--- config.mk ---
export PLATFORM = sky130hd
export DESIGN_NAME = omm_top
export DESIGN_NICKNAME = d
export VERILOG_FILES = /design/src/rtl/omm_pkg.sv /design/src/rtl/omm_mem_if.sv /design/src/rtl/omm_timer.sv /design/src/rtl/omm_i2c_target.sv /design/src/rtl/omm_top.sv
export VERILOG_INCLUDE_DIRS = /design/src /design/src/rtl
export SDC_FILE = /design/constraint.sdc
export NUM_CORES = 1
export LEC_CHECK = 0
export BUFFER_PORTS_ARGS = -buffer_cell sky130_fd_sc_hd__buf_2
export CORE_ASPECT_RATIO = 0.6
export CORE_MARGIN = 4
export CORE_UTILIZATION = 65
export CTS_CLUSTER_DIAMETER = 50
export DETAILED_ROUTE_END_ITERATION = 7
export GPL_TIMING_DRIVEN = 1
export PLACE_DENSITY_LB_ADDON = 0.25
export SETUP_SLACK_MARGIN = 0.4
export SLEW_MARGIN = 20
export SYNTH_ARGS = -nofsm -noshare
export SYNTH_HDL_FRONTEND = slang
export SYNTH_SLANG_ARGS = --single-unit
--- constraint.sdc ---
create_clock -name clock -period 23.1 [get_ports clock]
set_clock_uncertainty 0.2 [all_clocks]
set_input_delay 4.62 -clock clock [delete_from_list [all_inputs] [get_ports clock]]
set_output_delay 4.62 -clock clock [all_outputs]
set_load 0.1 [all_outputs]
--- src/rtl/omm_defs.svh ---
`ifndef OMM_DEFS_SVH
`define OMM_DEFS_SVH

`define OMM_CLK_MHZ        100
`define OMM_T_OFF_US       10
`define OMM_T_OFF_CYC      (`OMM_T_OFF_US * `OMM_CLK_MHZ)
`define OMM_T_ON_MS        1
`define OMM_T_INIT_MS      300
`define OMM_T_INIT_CYC     (`OMM_T_INIT_MS * 1000 * `OMM_CLK_MHZ)
`define OMM_T_RESET_US     10
`define OMM_T_RESET_CYC    (`OMM_T_RESET_US * `OMM_CLK_MHZ)
`define OMM_SCL_MAX_KHZ    400

`define OMM_ADDR_ID        7'h50
`define OMM_ADDR_DIAG      7'h51
`define OMM_ID_DEPTH       16
`define OMM_NUM_QTY        5

`define OMM_DIAG_VAL_LAST  8'h09
`define OMM_DIAG_STATUS    8'h0A
`define OMM_DIAG_CAL_BASE  8'h10
`define OMM_DIAG_CAL_LAST  8'h19

`define OMM_STAT_TXOFF     0
`define OMM_STAT_FAULT     1
`define OMM_STAT_LOST      2
`define OMM_STAT_CALINT    3
`define OMM_STAT_INITDONE  4

`define OMM_CAL_RST        16'h0000
`define OMM_ID_RST         8'h00

`endif

--- src/rtl/omm_pkg.sv ---
package omm_pkg;

  typedef enum logic [2:0] {
    OMM_IDLE,
    OMM_ADDR,
    OMM_ADDR_ACK,
    OMM_WRITE,
    OMM_WRITE_ACK,
    OMM_READ,
    OMM_READ_ACK
  } omm_i2c_st_t;

  typedef struct packed {
    omm_i2c_st_t st;
    logic [7:0]  shft;
    logic [3:0]  bitCnt;
    logic        rw;
    logic        page;
    logic        ptrSet;
    logic [7:0]  ptr;
    logic        sdaLow;
    logic        sclQ;
    logic        sdaQ;
    logic        wr;
    logic [7:0]  wdata;
  } omm_i2c_t;

  typedef struct packed {
    logic        done;
  } omm_tmr_flag_t;

endpackage

--- src/rtl/omm_mem_if.sv ---
`timescale 1ns/100ps
interface omm_mem_if;
  logic       page;
  logic [7:0] addr;
  logic       wr;
  logic [7:0] wdata;
  logic [7:0] rdata;

  modport target (output page, output addr, output wr, output wdata, input rdata);
  modport mem    (input page, input addr, input wr, input wdata, output rdata);
endinterface

--- src/rtl/omm_timer.sv ---
`timescale 1ns/100ps
module omm_timer #(
  parameter int unsigned LIMIT = 1000
) (
  input  wire logic clock,
  input  wire logic rstSync_b,
  input  wire logic run,
  output logic      done
);
  localparam int W = $clog2(LIMIT + 1);
  localparam logic [W-1:0] LIM = W'(LIMIT);

  typedef struct packed {
    logic [W-1:0] cnt;
    logic         done;
  } omm_tmr_t;

  omm_tmr_t s;
  omm_tmr_t next_s;

  // counter saturates so a long hold never wraps and drops done
  always_comb begin
    next_s = s;
    if (!run) begin
      next_s.cnt  = '0;
      next_s.done = 1'b0;
    end else if (s.cnt != LIM) begin
      next_s.cnt = W'(s.cnt + 1'b1);
    end else begin
      next_s.done = 1'b1;
    end
  end

  always_ff @(posedge clock or negedge rstSync_b) begin
    if (!rstSync_b) begin
      s <= '0;
    end else begin
      s <= next_s;
    end
  end

  assign done = s.done;
endmodule

--- src/rtl/omm_i2c_target.sv ---
`timescale 1ns/100ps
`include "omm_defs.svh"
module omm_i2c_target (
  input  wire logic  clock,
  input  wire logic  rstSync_b,
  input  wire logic  scl,
  input  wire logic  sdaIn,
  output logic       sdaOut,
  output logic       sdaOe_b,
  omm_mem_if.target  mem
);
  omm_pkg::omm_i2c_t s;
  omm_pkg::omm_i2c_t next_s;
  logic              rise;
  logic              fall;
  logic              startC;
  logic              stopC;

  assign rise   = scl & ~s.sclQ;
  assign fall   = ~scl & s.sclQ;
  assign startC = s.sclQ & scl & s.sdaQ & ~sdaIn;
  assign stopC  = s.sclQ & scl & ~s.sdaQ & sdaIn;

  always_comb begin
    next_s      = s;
    next_s.wr   = 1'b0;
    next_s.sclQ = scl;
    next_s.sdaQ = sdaIn;
    if (s.wr) begin
      next_s.ptr = 8'(s.ptr + 1'b1);
    end
    if (startC) begin
      next_s.st     = omm_pkg::OMM_ADDR;
      next_s.bitCnt = '0;
      next_s.sdaLow = 1'b0;
      next_s.ptrSet = 1'b0;
    end else if (stopC) begin
      next_s.st     = omm_pkg::OMM_IDLE;
      next_s.sdaLow = 1'b0;
    end else begin
      unique case (s.st)
        omm_pkg::OMM_IDLE: begin
        end
        omm_pkg::OMM_ADDR, omm_pkg::OMM_WRITE: begin
          if (rise) begin
            next_s.shft   = {s.shft[6:0], sdaIn};
            next_s.bitCnt = 4'(s.bitCnt + 1'b1);
          end else if (fall && s.bitCnt == 4'h8) begin
            next_s.bitCnt = '0;
            if (s.st == omm_pkg::OMM_WRITE) begin
              next_s.sdaLow = 1'b1;
              next_s.st     = omm_pkg::OMM_WRITE_ACK;
              if (!s.ptrSet) begin
                next_s.ptr    = s.shft;
                next_s.ptrSet = 1'b1;
              end else begin
                next_s.wr    = 1'b1;
                next_s.wdata = s.shft;
              end
            end else if (s.shft[7:1] == `OMM_ADDR_ID || s.shft[7:1] == `OMM_ADDR_DIAG) begin
              next_s.sdaLow = 1'b1;
              next_s.rw     = s.shft[0];
              next_s.page   = (s.shft[7:1] == `OMM_ADDR_DIAG);
              next_s.st     = omm_pkg::OMM_ADDR_ACK;
            end else begin
              // another target on the bus; stay off the line until next start
              next_s.st = omm_pkg::OMM_IDLE;
            end
          end
        end
        omm_pkg::OMM_ADDR_ACK: begin
          if (fall) begin
            next_s.bitCnt = '0;
            if (s.rw) begin
              next_s.shft   = mem.rdata;
              next_s.sdaLow = ~mem.rdata[7];
              next_s.st     = omm_pkg::OMM_READ;
            end else begin
              next_s.sdaLow = 1'b0;
              next_s.st     = omm_pkg::OMM_WRITE;
            end
          end
        end
        omm_pkg::OMM_WRITE_ACK: begin
          if (fall) begin
            next_s.sdaLow = 1'b0;
            next_s.st     = omm_pkg::OMM_WRITE;
          end
        end
        omm_pkg::OMM_READ: begin
          if (rise) begin
            next_s.bitCnt = 4'(s.bitCnt + 1'b1);
          end else if (fall) begin
            if (s.bitCnt == 4'h8) begin
              next_s.sdaLow = 1'b0;
              next_s.ptr    = 8'(s.ptr + 1'b1);
              next_s.st     = omm_pkg::OMM_READ_ACK;
            end else begin
              next_s.shft   = {s.shft[6:0], 1'b0};
              next_s.sdaLow = ~s.shft[6];
            end
          end
        end
        omm_pkg::OMM_READ_ACK: begin
          if (rise) begin
            // a high ack bit from the host ends the read burst
            next_s.st = sdaIn ? omm_pkg::OMM_IDLE : omm_pkg::OMM_ADDR_ACK;
          end
        end
      endcase
    end
  end

  always_ff @(posedge clock or negedge rstSync_b) begin
    if (!rstSync_b) begin
      s      <= '0;
      s.sclQ <= 1'b1;
      s.sdaQ <= 1'b1;
    end else begin
      s <= next_s;
    end
  end

  assign sdaOut    = 1'b0;
  assign sdaOe_b   = ~s.sdaLow;
  assign mem.page  = s.page;
  assign mem.addr  = s.ptr;
  assign mem.wr    = s.wr;
  assign mem.wdata = s.wdata;
endmodule

--- src/rtl/omm_top.sv ---
// Summary of operation
// - Identification bytes and live diagnostic readings are served over the two-wire port.
// - Diagnostics cover temperature, supply voltage, bias current, tx power and rx power.
// - Readings are reported either internally calibrated or raw with stored constants.
// - The fault pin reads low in normal operation and high while any laser fault exists.
// - The laser is on while the disable input is low, start-up is done and no fault is present or latched, and off while it is high.
// - An unconnected disable input is taken as high, so the laser stays off.
// - The presence line is held at ground at all times.
// - The serial clock is driven by the host and only sampled here.
// - The serial data line is shared and only ever pulled low by this block.
// - The signal-lost pin reads high when receive signal is gone and low otherwise.
// - The optical output goes off within 10 us of the disable input rising.
// - The optical output comes back within 1 ms of the disable input falling.
// - Start-up, including clearing any fault indication, completes within 300 ms.
`timescale 1ns/100ps
`include "omm_defs.svh"
module omm_top #(
  parameter int unsigned INIT_CYCLES = `OMM_T_INIT_CYC,
  parameter int unsigned ID_DEPTH    = `OMM_ID_DEPTH
) (
  input  wire logic        clock,
  input  wire logic        rst_b,
  input  wire logic        scl,
  input  wire logic        sdaIn,
  output logic             sdaOut,
  output logic             sdaOe_b,
  input  wire logic        txDisable,
  input  wire logic        txDisableOpen,
  output logic             txFaultOut,
  output logic             txFaultOe_b,
  output logic             lostOut,
  output logic             lostOe_b,
  output logic             presentOut,
  output logic             presentOe_b,
  input  wire logic        laserFaultDet,
  input  wire logic        rxSignalDet,
  input  wire logic        calInternal,
  input  wire logic [15:0] tempRaw,
  input  wire logic [15:0] vccRaw,
  input  wire logic [15:0] biasRaw,
  input  wire logic [15:0] txPwrRaw,
  input  wire logic [15:0] rxPwrRaw,
  output logic             laserEnable,
  output logic             initDone
);
  localparam int NQ = `OMM_NUM_QTY;
  localparam int unsigned OFF_CYCLES   = `OMM_T_OFF_CYC;
  localparam int unsigned RESET_CYCLES = `OMM_T_RESET_CYC;
  localparam int IW = $clog2(ID_DEPTH);

  typedef struct packed {
    logic [ID_DEPTH-1:0][7:0] idMem;
    logic [NQ-1:0][15:0]      calOff;
    logic [NQ-1:0][15:0]      reading;
    logic                     faultLatch;
    logic                     laserOn;
    logic                     lost;
    logic                     txOff;
  } omm_top_t;

  ////////////////////////////////////////////////////////////////////////////////
  // reset release
  // two stages so no flop leaves reset on a release that lands near an edge
  logic [1:0] rstPipe;
  logic       rstSync_b;

  always_ff @(posedge clock or negedge rst_b) begin
    if (!rst_b) begin
      rstPipe <= 2'h0;
    end else begin
      rstPipe <= {rstPipe[0], 1'b1};
    end
  end
  assign rstSync_b = rstPipe[1];

  ////////////////////////////////////////////////////////////////////////////////
  // serial port and timers
  omm_mem_if memBus ();

  omm_i2c_target u_i2c (
    .clock     (clock),
    .rstSync_b (rstSync_b),
    .scl       (scl),
    .sdaIn     (sdaIn),
    .sdaOut    (sdaOut),
    .sdaOe_b   (sdaOe_b),
    .mem       (memBus.target)
  );

  omm_top_t s;
  omm_top_t next_s;
  logic     txOffEff;
  logic     disHeld;
  logic     initReached;

  assign txOffEff = txDisable | txDisableOpen;

  // start-up timer runs once after reset and then holds done high
  omm_timer #(.LIMIT(INIT_CYCLES)) u_init (
    .clock     (clock),
    .rstSync_b (rstSync_b),
    .run       (1'b1),
    .done      (initReached)
  );

  // a disable pulse held this long clears a latched fault
  omm_timer #(.LIMIT(RESET_CYCLES)) u_disrst (
    .clock     (clock),
    .rstSync_b (rstSync_b),
    .run       (s.txOff),
    .done      (disHeld)
  );

  ////////////////////////////////////////////////////////////////////////////////
  // monitoring and laser control
  logic [NQ-1:0][15:0] rawVal;
  assign rawVal = {rxPwrRaw, txPwrRaw, biasRaw, vccRaw, tempRaw};

  // status bits from bit 0: disable, fault, lost, internal calibration, init done
  logic [7:0] statusByte;
  assign statusByte = 8'({initReached, calInternal, s.lost, s.faultLatch, s.txOff});

  always_comb begin
    int q;
    q      = 0;
    next_s = s;
    next_s.txOff = txOffEff;
    for (int i = 0; i < NQ; i++) begin
      // offsets are applied in hardware only in internal mode
      next_s.reading[i] = calInternal ? 16'(rawVal[i] + s.calOff[i]) : rawVal[i];
    end
    next_s.lost = ~rxSignalDet;
    if (laserFaultDet) begin
      next_s.faultLatch = 1'b1;
    end else if (disHeld || !initReached) begin
      next_s.faultLatch = 1'b0;
    end
    // laser follows the raw disable input so shut-off takes one cycle
    next_s.laserOn = ~txOffEff & initReached & ~s.faultLatch & ~laserFaultDet;
    if (memBus.wr) begin
      if (!memBus.page) begin
        if (memBus.addr < 8'(ID_DEPTH)) begin
          next_s.idMem[memBus.addr[IW-1:0]] = memBus.wdata;
        end
      end else if (memBus.addr >= `OMM_DIAG_CAL_BASE && memBus.addr <= `OMM_DIAG_CAL_LAST) begin
        q = int'(8'(memBus.addr - `OMM_DIAG_CAL_BASE) >> 1);
        if (memBus.addr[0]) begin
          next_s.calOff[q][7:0] = memBus.wdata;
        end else begin
          next_s.calOff[q][15:8] = memBus.wdata;
        end
      end
    end
  end

  // values are big-endian byte pairs; unmapped bytes read zero
  always_comb begin
    int q;
    q = 0;
    memBus.rdata = 8'h00;
    if (!memBus.page) begin
      if (memBus.addr < 8'(ID_DEPTH)) begin
        memBus.rdata = s.idMem[memBus.addr[IW-1:0]];
      end
    end else if (memBus.addr <= `OMM_DIAG_VAL_LAST) begin
      q = int'(memBus.addr >> 1);
      memBus.rdata = memBus.addr[0] ? s.reading[q][7:0] : s.reading[q][15:8];
    end else if (memBus.addr == `OMM_DIAG_STATUS) begin
      memBus.rdata = statusByte;
    end else if (memBus.addr >= `OMM_DIAG_CAL_BASE && memBus.addr <= `OMM_DIAG_CAL_LAST) begin
      q = int'(8'(memBus.addr - `OMM_DIAG_CAL_BASE) >> 1);
      memBus.rdata = memBus.addr[0] ? s.calOff[q][7:0] : s.calOff[q][15:8];
    end
  end

  always_ff @(posedge clock or negedge rstSync_b) begin
    if (!rstSync_b) begin
      s       <= '0;
      s.txOff <= 1'b1;
    end else begin
      s <= next_s;
    end
  end

  ////////////////////////////////////////////////////////////////////////////////
  // pins: open-collector outputs drive low with enable low, release for high
  assign txFaultOut  = 1'b0;
  assign txFaultOe_b = s.faultLatch;
  assign lostOut     = 1'b0;
  assign lostOe_b    = s.lost;
  assign presentOut  = 1'b0;
  assign presentOe_b = 1'b0;
  assign laserEnable = s.laserOn;
  assign initDone    = initReached;

  ////////////////////////////////////////////////////////////////////////////////
  // checks
  // antecedents that expect an input to show a clock later also sample the reset
  // copy: on the release edge the state still holds its reset values
  localparam int OFF_BOUND = 2;
endmodule

==> flow_summary.yaml, run 1 <==
run_status:
  outcome: "finished with violations"
  violations: "DRC"
critical_path:
  critPathArrivalTime_ps: 7280
  cp_max_fo: 4
  setup.worst_path.end_class: "flop"
  r2r-end: "s[92]$_DFFE_PN0P_"
  endpoint: "s[16]$_DFF_PN0_"
  r2r_start: "u_i2c.mem.addr[0]$_DFF_PN0_"
  startpoint: "tempRaw[0]"
  reg2regPathDepth: 10
  start_kind: "input port"
  required_ps: 23340
  worstSetupPathType: "in2reg"
  regToRegSetupSlack_ps: 18510
clock_tree:
  cts_sinks: 369
  clockBufferDepth: 3
  insertion_delay_ps: 560
  cts_made_buffers: 37
  cts_resized: 0
  path_clk_slew_ps: 60
  htreeDepth: 2
  postCtsSetupBuffers: 0
  cts-hold-fix-buffers: 0
  cts_root_buf: "clkbuf_16"
  cts_tree: "yes"
placement:
  dp_hpwl_um: 45400
  routabilityCongestion: 1.025
  post-place-ws_ps: 15570
  portBuffers: 93
cells_and_area:
  drive_gt1_frac: 0.2496
  syn2layout_area_growth_pct: 9.468
  final_common_cell: "dfrtp_1"
  layout_common_cells: "dfrtp_1, mux2_2, nor2_1"
  finalNetCount: 2214
  diodes: 0
  post-route-util: 0.7338
drt:
  first_iter_violations: 2425
  wl_per_cell_um: 25.87
  vias: 17007
  dr.pass1.iters: 8
  vias_per_cell: 6.860
  drc: 4
  drt_wl_total_um: 64120
  ant_nets: 0
timing:
  final.period_utilization: 0.3048
  rsz0062_at_grt: "no"
  finalSetupViolCount: 0
  slew_headroom: 0.1784
  finalWorstSetupSlack_ps: 16060
  fmax_ghz: 0.1420
  hold_viol_final: 0
  holdWs_ps: 155.2
  tns_ps: 0
  period_minus_slack_ps: 7042
  slew_violations: 0
  worstMarginPinSlew_ps: 1232
yosys:
  async_reset_ff_frac: 1.000
  yosysUniqueCellTypes: 77
  synth_warnings: 0
  ys_seq_elements: 369
  ys.flop_type: "dfrtp_1"
  synth.cell_area_um2: 21260
  synth-edff-count: 0
  synth_cells: 1982
  yosysSeqAreaShare: 0.4345
  avgSynthCellArea_um2: 10.73
pwr:
  p_leak_uw: 0.01069
  irDropWorstVdd_mv: 0.04879
  p_per_area_nw_per_um2: 65.09
hold_path:
  hold_start: "rstPipe[0]$_DFF_PN0_"
  hp-class: "reg2reg"
floorplanning:
  io_pins: 99
  core-area_um2: 31720
  die_w_um: 241.5
  dieArea_um2: 35760
  num_rows: 50
  start_util: 0.6703
  die_h_um: 148.1
global_route:
  grt_pass1_wl_um: 98950
  globalRouteOverflowTotal: 0
  grt_max_degree: 177
  antenna_found_initial: 3
  grt_use_total: 0.3590
  grt_pass1_vias: 16487
run:
  maxCapViolCount: 0
==> where the power goes <==
| part | internal [uW] | switching (uW) | total, uW |
|---|---|---|---|
| registers | 671 | 36.2 | 707 |
| clock network | 379 | 273 | 652 |
| logic | 56.5 | 99.1 | 156 |
==> cells by family (layout without fill, tap and decap cells) <==
family,count (synthesis),after routing,share of synthesized area
compound gates,458,458,0.1383
xor+xnor,87,87,0.03584
fa+ha+maj,90,90,0.05473
buf+inv,155,232,0.03007
flops,369,369,0.4345
mux,340,340,0.1980
other cells,2,6,0.0003532
simple gates,481,481,0.1083
==> state kept, by name, summed over array words and instances (netlist names), 2 cells and up <==
signal and count:
u_i2c.s 20, s 289, u_i2c.mem.addr 8, u_init.s 25, u_disrst.s 10, rstPipe 2, u_i2c.mem.wdata 8
==> worst min path at each step <==
stage                           end  slack (ps)  cells after the start
2_1_floorplan  rstPipe[1]$_DFF_PN0_         130                      0
6_report       rstPipe[1]$_DFF_PN0_         160                      0
5_1_grt        rstPipe[1]$_DFF_PN0_         160                      0
4_1_cts        rstPipe[1]$_DFF_PN0_         160                      0
3_3_place_gp   rstPipe[1]$_DFF_PN0_         140                      0
3_5_place_dp   rstPipe[1]$_DFF_PN0_         140                      0
==> synthesized netlist by cell type, drive strengths merged (6+ instances only) <==
master	number	area, um2
dfrtp	366	9159
mux2	271	3052
nor2	129	491.7
nand2	124	465.5
a21oi	119	595.6
o21ai	104	520.5
ha	85	1064
xnor2	71	621.9
nand3	65	325.3
inv	57	214.0
clkbuf	52	195.2
buf	44	222.7
mux4	37	837.1
a211oi	36	270.3
nor3	35	190.2
mux2i	32	320.3
a21o	29	217.7
o21a	28	210.2
and3	26	162.7
o22ai	22	137.6
nor2b	21	131.4
a31oi	17	106.4
o211ai	17	127.6
xor2	16	140.1
or3	15	93.84
nand2b	11	68.82
nand4	11	68.82
nor4	11	68.82
or2	10	62.56
o31ai	9	67.56
o21bai	8	60.06
and2	7	43.79
a21boi	6	45.04
o31a	6	52.55
==> worst max-delay path, cell delays in order <==
cell and delay (ps):
buf_2 110, ha_1 220, inv_1 80, fa_1 210
nor2b_1 80, o31a_1 300, o211ai_1 650, nand2_1 290
a211oi_1 340, xnor2_1 110, mux2_2 260
==> layer usage <==
layer / track usage / up-vias / part of all wire
met5: 0 / - / 0.0012
met4: 0.05790 / 6 / 0.014
met3: 0.1288 / 108 / 0.14
met2: 0.4949 / 979 / 0.41
met1: 0.5566 / 8515 / 0.44
li1: - / 7399 / -
==> cell type report <==
cell class / count / area, um2
multi-input combinational: 1462 / 11400
clock inverter: 14 / 206.4
clock buffer: 53 / 1096
inverter: 59 / 221.5
fill: 2160 / 8443
tap: 416 / 520.5
timing repair buffer: 106 / 575.6
sequential: 369 / 9255
==> per-stage QoR <==
stage	instances	total power, uW	instance area, um2
final	2479	1515	23270
after global placement	2412	861.4	21970
after detailed placement	2412	867.3	21970
after CTS	2479	1509	23270
after global routing	2479	1563	23270
after floorplan	1986	814.3	21280
Note: power is estimated with default switching activity, not from simulation.
==> run 2: changes to the inputs <==
- CORE_UTILIZATION: 65 -> 63
- clock period: 23.1 -> 7.09 ns (I/O delays scaled with it)
==> run 2 against run 1 <==
Net effect: the flow now finishes without violations; core utilization fell by 2.3 points; critical path depth fell by 3; sequential power rose to 3.3 times the previous value; highest routed layer unchanged; worst hold slack got worse by 4.0 ps; count of clock-buffer cells in the layout rose by 1.
==> flow_summary.yaml, run 2 (synthesized netlist as in run 1, its figures left out) <==
drt:
  ant_nets: 0
  vias: 17180
  drc: 0
  wl_per_cell_um: 26.04
  dr.pass1.iters: 6
  drt_wl_total_um: 65490
  vias_per_cell: 6.831
  first_iter_violations: 2132
cells_and_area:
  layout_common_cells: "dfrtp_1, mux2_2, nor2_1"
  top_register: "s"
  finalNetCount: 2218
  syn2layout_area_growth_pct: 9.904
  drive_gt1_frac: 0.2466
  reg.largest.list: "s (289), u_init.s (25), u_i2c.s (20)"
  post-route-util: 0.7111
  fill_cells: 2374
  largest_reg_flops: 289
  final_common_cell: "dfrtp_1"
hold_path:
  hold-path-cell-count: 0
  hold_start: "rstPipe[0]$_DFF_PN0_"
  hp-class: "reg2reg"
clock_tree:
  htreeDepth: 2
  path_clk_slew_ps: 60
  postCtsSetupBuffers: 0
  insertion_delay_ps: 550
  cts_root_buf: "clkbuf_16"
  cts-hold-fix-buffers: 0
  cts_made_buffers: 38
  cts_resized: 0
  cts_tree: "yes"
  cts_sinks: 369
  clockBufferDepth: 3
critical_path:
  startpoint: "u_i2c.mem.addr[0]$_DFF_PN0_"
  reg2regPathDepth: 8
  setup.worst_path.end_class: "flop"
  worstPathCellList: "inv_1 > ha_1 > o21bai_1 > nand2_1 > and3_1 > nand4_1 > nor3_2 > mux2_2"
  critPathArrivalTime_ps: 4810
  start_kind: "flop"
  r2r_start: "u_i2c.mem.addr[0]$_DFF_PN0_"
  cpMaxStageDelayCell: "nor3_2"
  worstSetupPathType: "reg2reg"
  required_ps: 7300
  crit_cells: 8
  cp_max_fo: 39
  path_delay_family: "simple AND/OR/NAND/NOR gates"
  worst-path-buf-inv: 1
  max_stage_delay_ps: 820
global_route:
  grt_use_total: 0.3528
  antenna_found_initial: 1
  grt_pass1_wl_um: 99480
  globalRouteOverflowTotal: 0
  grt_max_degree: 168
  grt_pass1_vias: 16509
floorplanning:
  io_pins: 99
  num_rows: 51
  die_h_um: 150.3
  die_w_um: 245.2
  core-area_um2: 32860
  start_util: 0.6470
  dieArea_um2: 36850
timing:
  slew_violations: 0
  finalSetupViolCount: 0
  tns_ps: 0
  worstMarginPinSlew_ps: 1257
  holdWs_ps: 151.1
  fmax_ghz: 0.2177
  rsz0062_at_grt: "no"
  period_minus_slack_ps: 4593
  final.period_utilization: 0.6478
  slew_headroom: 0.1619
  finalWorstSetupSlack_ps: 2497
  hold_viol_final: 0
pwr:
  p_per_area_nw_per_um2: 213.0
  irDropWorstVdd_mv: 0.1793
  p_leak_uw: 0.01071
run:
  maxCapViolCount: 0
placement:
  post-place-ws_ps: 2749
  dp_hpwl_um: 45970
  routabilityCongestion: 1.047
  portBuffers: 93
run_status:
  outcome: "completed"
-- run 2: metal layers --
metal	share of wire	vias up	GRT usage
li1	-	7377	-
met1	0.44	8625	0.5416
met2	0.40	1048	0.4762
met3	0.14	128	0.1349
met4	0.019	2	0.07182
met5	0.00020	-	0
-- run 2: worst register-to-register path, cell delays in order (launching register included) --
cell and delay [ps]:
dfrtp_4 730, inv_1 670, ha_1 310, o21bai_1 100, nand2_1 210, and3_1 590
nand4_1 440, nor3_2 820, mux2_2 420
-- run 2: where the power goes --
part	switching (uW)	total (uW)	internal (uW)	leakage (uW)
registers	117	2300	2190	0.00488
logic	330	516	185	0.00518
clock network	856	2160	1300	0.000643
total	1300	4980	3670	0.0107
-- run 2: area by class of cell --
cell class	instances	area, um2	area share
multi-input combinational	1462	11400	0.4878
sequential	369	9253	0.3960
clock buffer	54	1105	0.04728
timing repair buffer	109	618.1	0.02645
tap	450	563.0	0.02410
inverter	59	221.5	0.009477
clock inverter	11	205.2	0.008781
antenna	1	2.502	0.0001071
-- run 2: worst paths after layout --
path	end	slack [ps]
max	s[144]$_DFFE_PN0P_	2500
min	rstPipe[1]$_DFF_PN0_	150
max reg2reg	s[144]$_DFFE_PN0P_	2500
min reg2reg	rstPipe[1]$_DFF_PN0_	150
max in group asynchronous	u_init.s[10]$_DFFE_PN0P_	5080
min in group asynchronous	s[19]$_DFF_PN0_	180
-- run 2: per-stage QoR --
stage	power [uW]	instances	cell area, um2
3_3_place_gp	2815	2448	22040
4_1_cts	4971	2513	23350
2_1_floorplan	2652	1986	21280
6_report	4977	2515	23370
5_1_grt	5140	2514	23360
3_5_place_dp	2835	2448	22040
==> run 3: changes to the inputs <==
- clock period: 7.09 -> 4.3 ns (I/O delays scaled with it)
==> run 3 against run 2 <==
Net effect: via count barely moved; register-to-register slack worse by 1900 ps; worst hold slack improved by 9.5 ps; routed wire length up 0.48%; worst setup slack lost 1900 ps; sequential power grew 66%; critical endpoint is now s[173]$_DFFE_PN0P_.
==> flow_summary.yaml, run 3 (synthesized netlist as in run 1, its figures left out) <==
global_route:
  grt_pass1_wl_um: 100800
  grt_pass1_vias: 16600
  grt_use_total: 0.3596
  globalRouteOverflowTotal: 0
  antenna_found_initial: 0
  grt_max_degree: 81
cells_and_area:
  final_common_cell: "dfrtp_1"
  layout_common_cells: "dfrtp_1, mux2_2, nor2_1"
  reg.largest.list: "s (289), u_init.s (25), u_i2c.s (20)"
  top_register: "s"
  design_area_um2: 23650
  largest_reg_flops: 289
  drive_gt1_frac: 0.2598
  diodes: 0
  syn2layout_area_growth_pct: 11.24
  finalNetCount: 2243
timing:
  holdWs_ps: 160.7
  slew_violations: 0
  period_minus_slack_ps: 3653
  worstMarginPinSlew_ps: 1198
  fmax_ghz: 0.2737
  slew_headroom: 0.2015
  final.period_utilization: 0.8496
  hold_viol_final: 0
  finalSetupViolCount: 0
  rsz0062_at_grt: "no"
  tns_ps: 0
run:
  maxCapViolCount: 0
critical_path:
  worst-path-buf-inv: 0
  required_ps: 4550
  crit_top_cell: "nor2_1"
  max_stage_delay_ps: 790
  worstPathCellList: "nor3_1 > nand2b_1 > nor2_1 > nand3_1 > nor2_1 > mux2_2"
  startpoint: "u_i2c.mem.addr[7]$_DFF_PN0_"
  critPathArrivalTime_ps: 3900
  path_delay_family: "simple AND/OR/NAND/NOR gates"
  cp_max_fo: 8
  setup.worst_path.end_class: "flop"
  start_kind: "flop"
  worstSetupPathType: "reg2reg"
  cpMaxStageDelayCell: "nor2_1"
  r2r_start: "u_i2c.mem.addr[7]$_DFF_PN0_"
clock_tree:
  postCtsSetupBuffers: 0
  path_clk_slew_ps: 60
  insertion_delay_ps: 570
  htreeDepth: 2
  clockBufferDepth: 3
  cts_tree: "yes"
  cts_root_buf: "clkbuf_16"
  cts_sinks: 369
  cts_made_buffers: 38
drt:
  first_iter_violations: 2239
  vias: 17168
  vias_per_cell: 6.748
  drc: 0
  wl_per_cell_um: 25.87
  dr.pass1.iters: 5
  drt_wl_total_um: 65810
  ant_nets: 0
floorplanning:
  dieArea_um2: 36850
  num_rows: 51
  core-area_um2: 32860
  io_pins: 99
  start_util: 0.6470
  die_w_um: 245.2
  die_h_um: 150.3
hold_path:
  hold_start: "rstPipe[0]$_DFF_PN0_"
  hp-class: "reg2reg"
placement:
  routabilityCongestion: 1.073
  portBuffers: 93
  dpl_cell_area_um2: 22260
  dp_hpwl_um: 47260
pwr:
  p_leak_uw: 0.01087
  p_per_area_nw_per_um2: 351.6
  irDropWorstVdd_mv: 0.2740
run_status:
  outcome: "completed"
## run 3: changes by cell type in the layout (fill, tap and decap cells not counted), sizes merged
cell / before / now
buf: 109 / 133
clkbuf: 54 / 57
clkinv: 7 / 6
diode: 1 / 0
dlygate4sd3: 0 / 1
inv: 57 / 60
## run 3: area by class of cell
type / instances / area (um2)
multi-input cells: 1462 / 11400
clock buffers: 57 / 1132
well taps: 450 / 563.0
flip-flops and latches: 369 / 9256
repair buffers: 134 / 838.3
inverters: 59 / 221.5
clock inverters: 13 / 237.7
fillers: 2337 / 9211
## run 3: metal layers
metal  share of wire  vias up  track usage
met2            0.39     1047       0.4757
met3            0.15      120       0.1623
met5          0.0022        -      0.02941
met1            0.43     8557       0.5352
li1                -     7442            -
met4           0.023        2      0.08692
## run 3: where the power goes
part	total [uW]	switching, uW	internal [uW]
clock network	3650	1460	2190
logic	853	541	312
registers	3810	206	3610
total	8320	2200	6110
## run 3: through the flow
stage          power (uW)  cells    util  setup slack, ps
2_1_floorplan        4372   1986       -            464.4
3_3_place_gp         4653   2473  0.6775            744.4
3_5_place_dp         4682   2473  0.6775            693.4
4_1_cts              8296   2544  0.7195            660.4
5_1_grt              8583   2544  0.7197            510.1
6_report             8316   2544  0.7197            646.8
## run 3: path summary, 6_finish.rpt
kind / to / slack, ps / depth (start not counted)
max: s[173]$_DFFE_PN0P_ / 650 / 6
min: rstPipe[1]$_DFF_PN0_ / 160 / 0
max reg2reg: s[173]$_DFFE_PN0P_ / 650 / 6
min reg2reg: rstPipe[1]$_DFF_PN0_ / 160 / 0
max in group asynchronous: u_i2c.mem.wdata[4]$_DFFE_PN0P_ / 2610 / 1
min in group asynchronous: s[50]$_DFF_PN0_ / 260 / 0
## run 3: what timing repair did
action,in CTS,in global routing
hold endpoints to repair,2,0
hold buffers,1,0
resized for setup,0,0
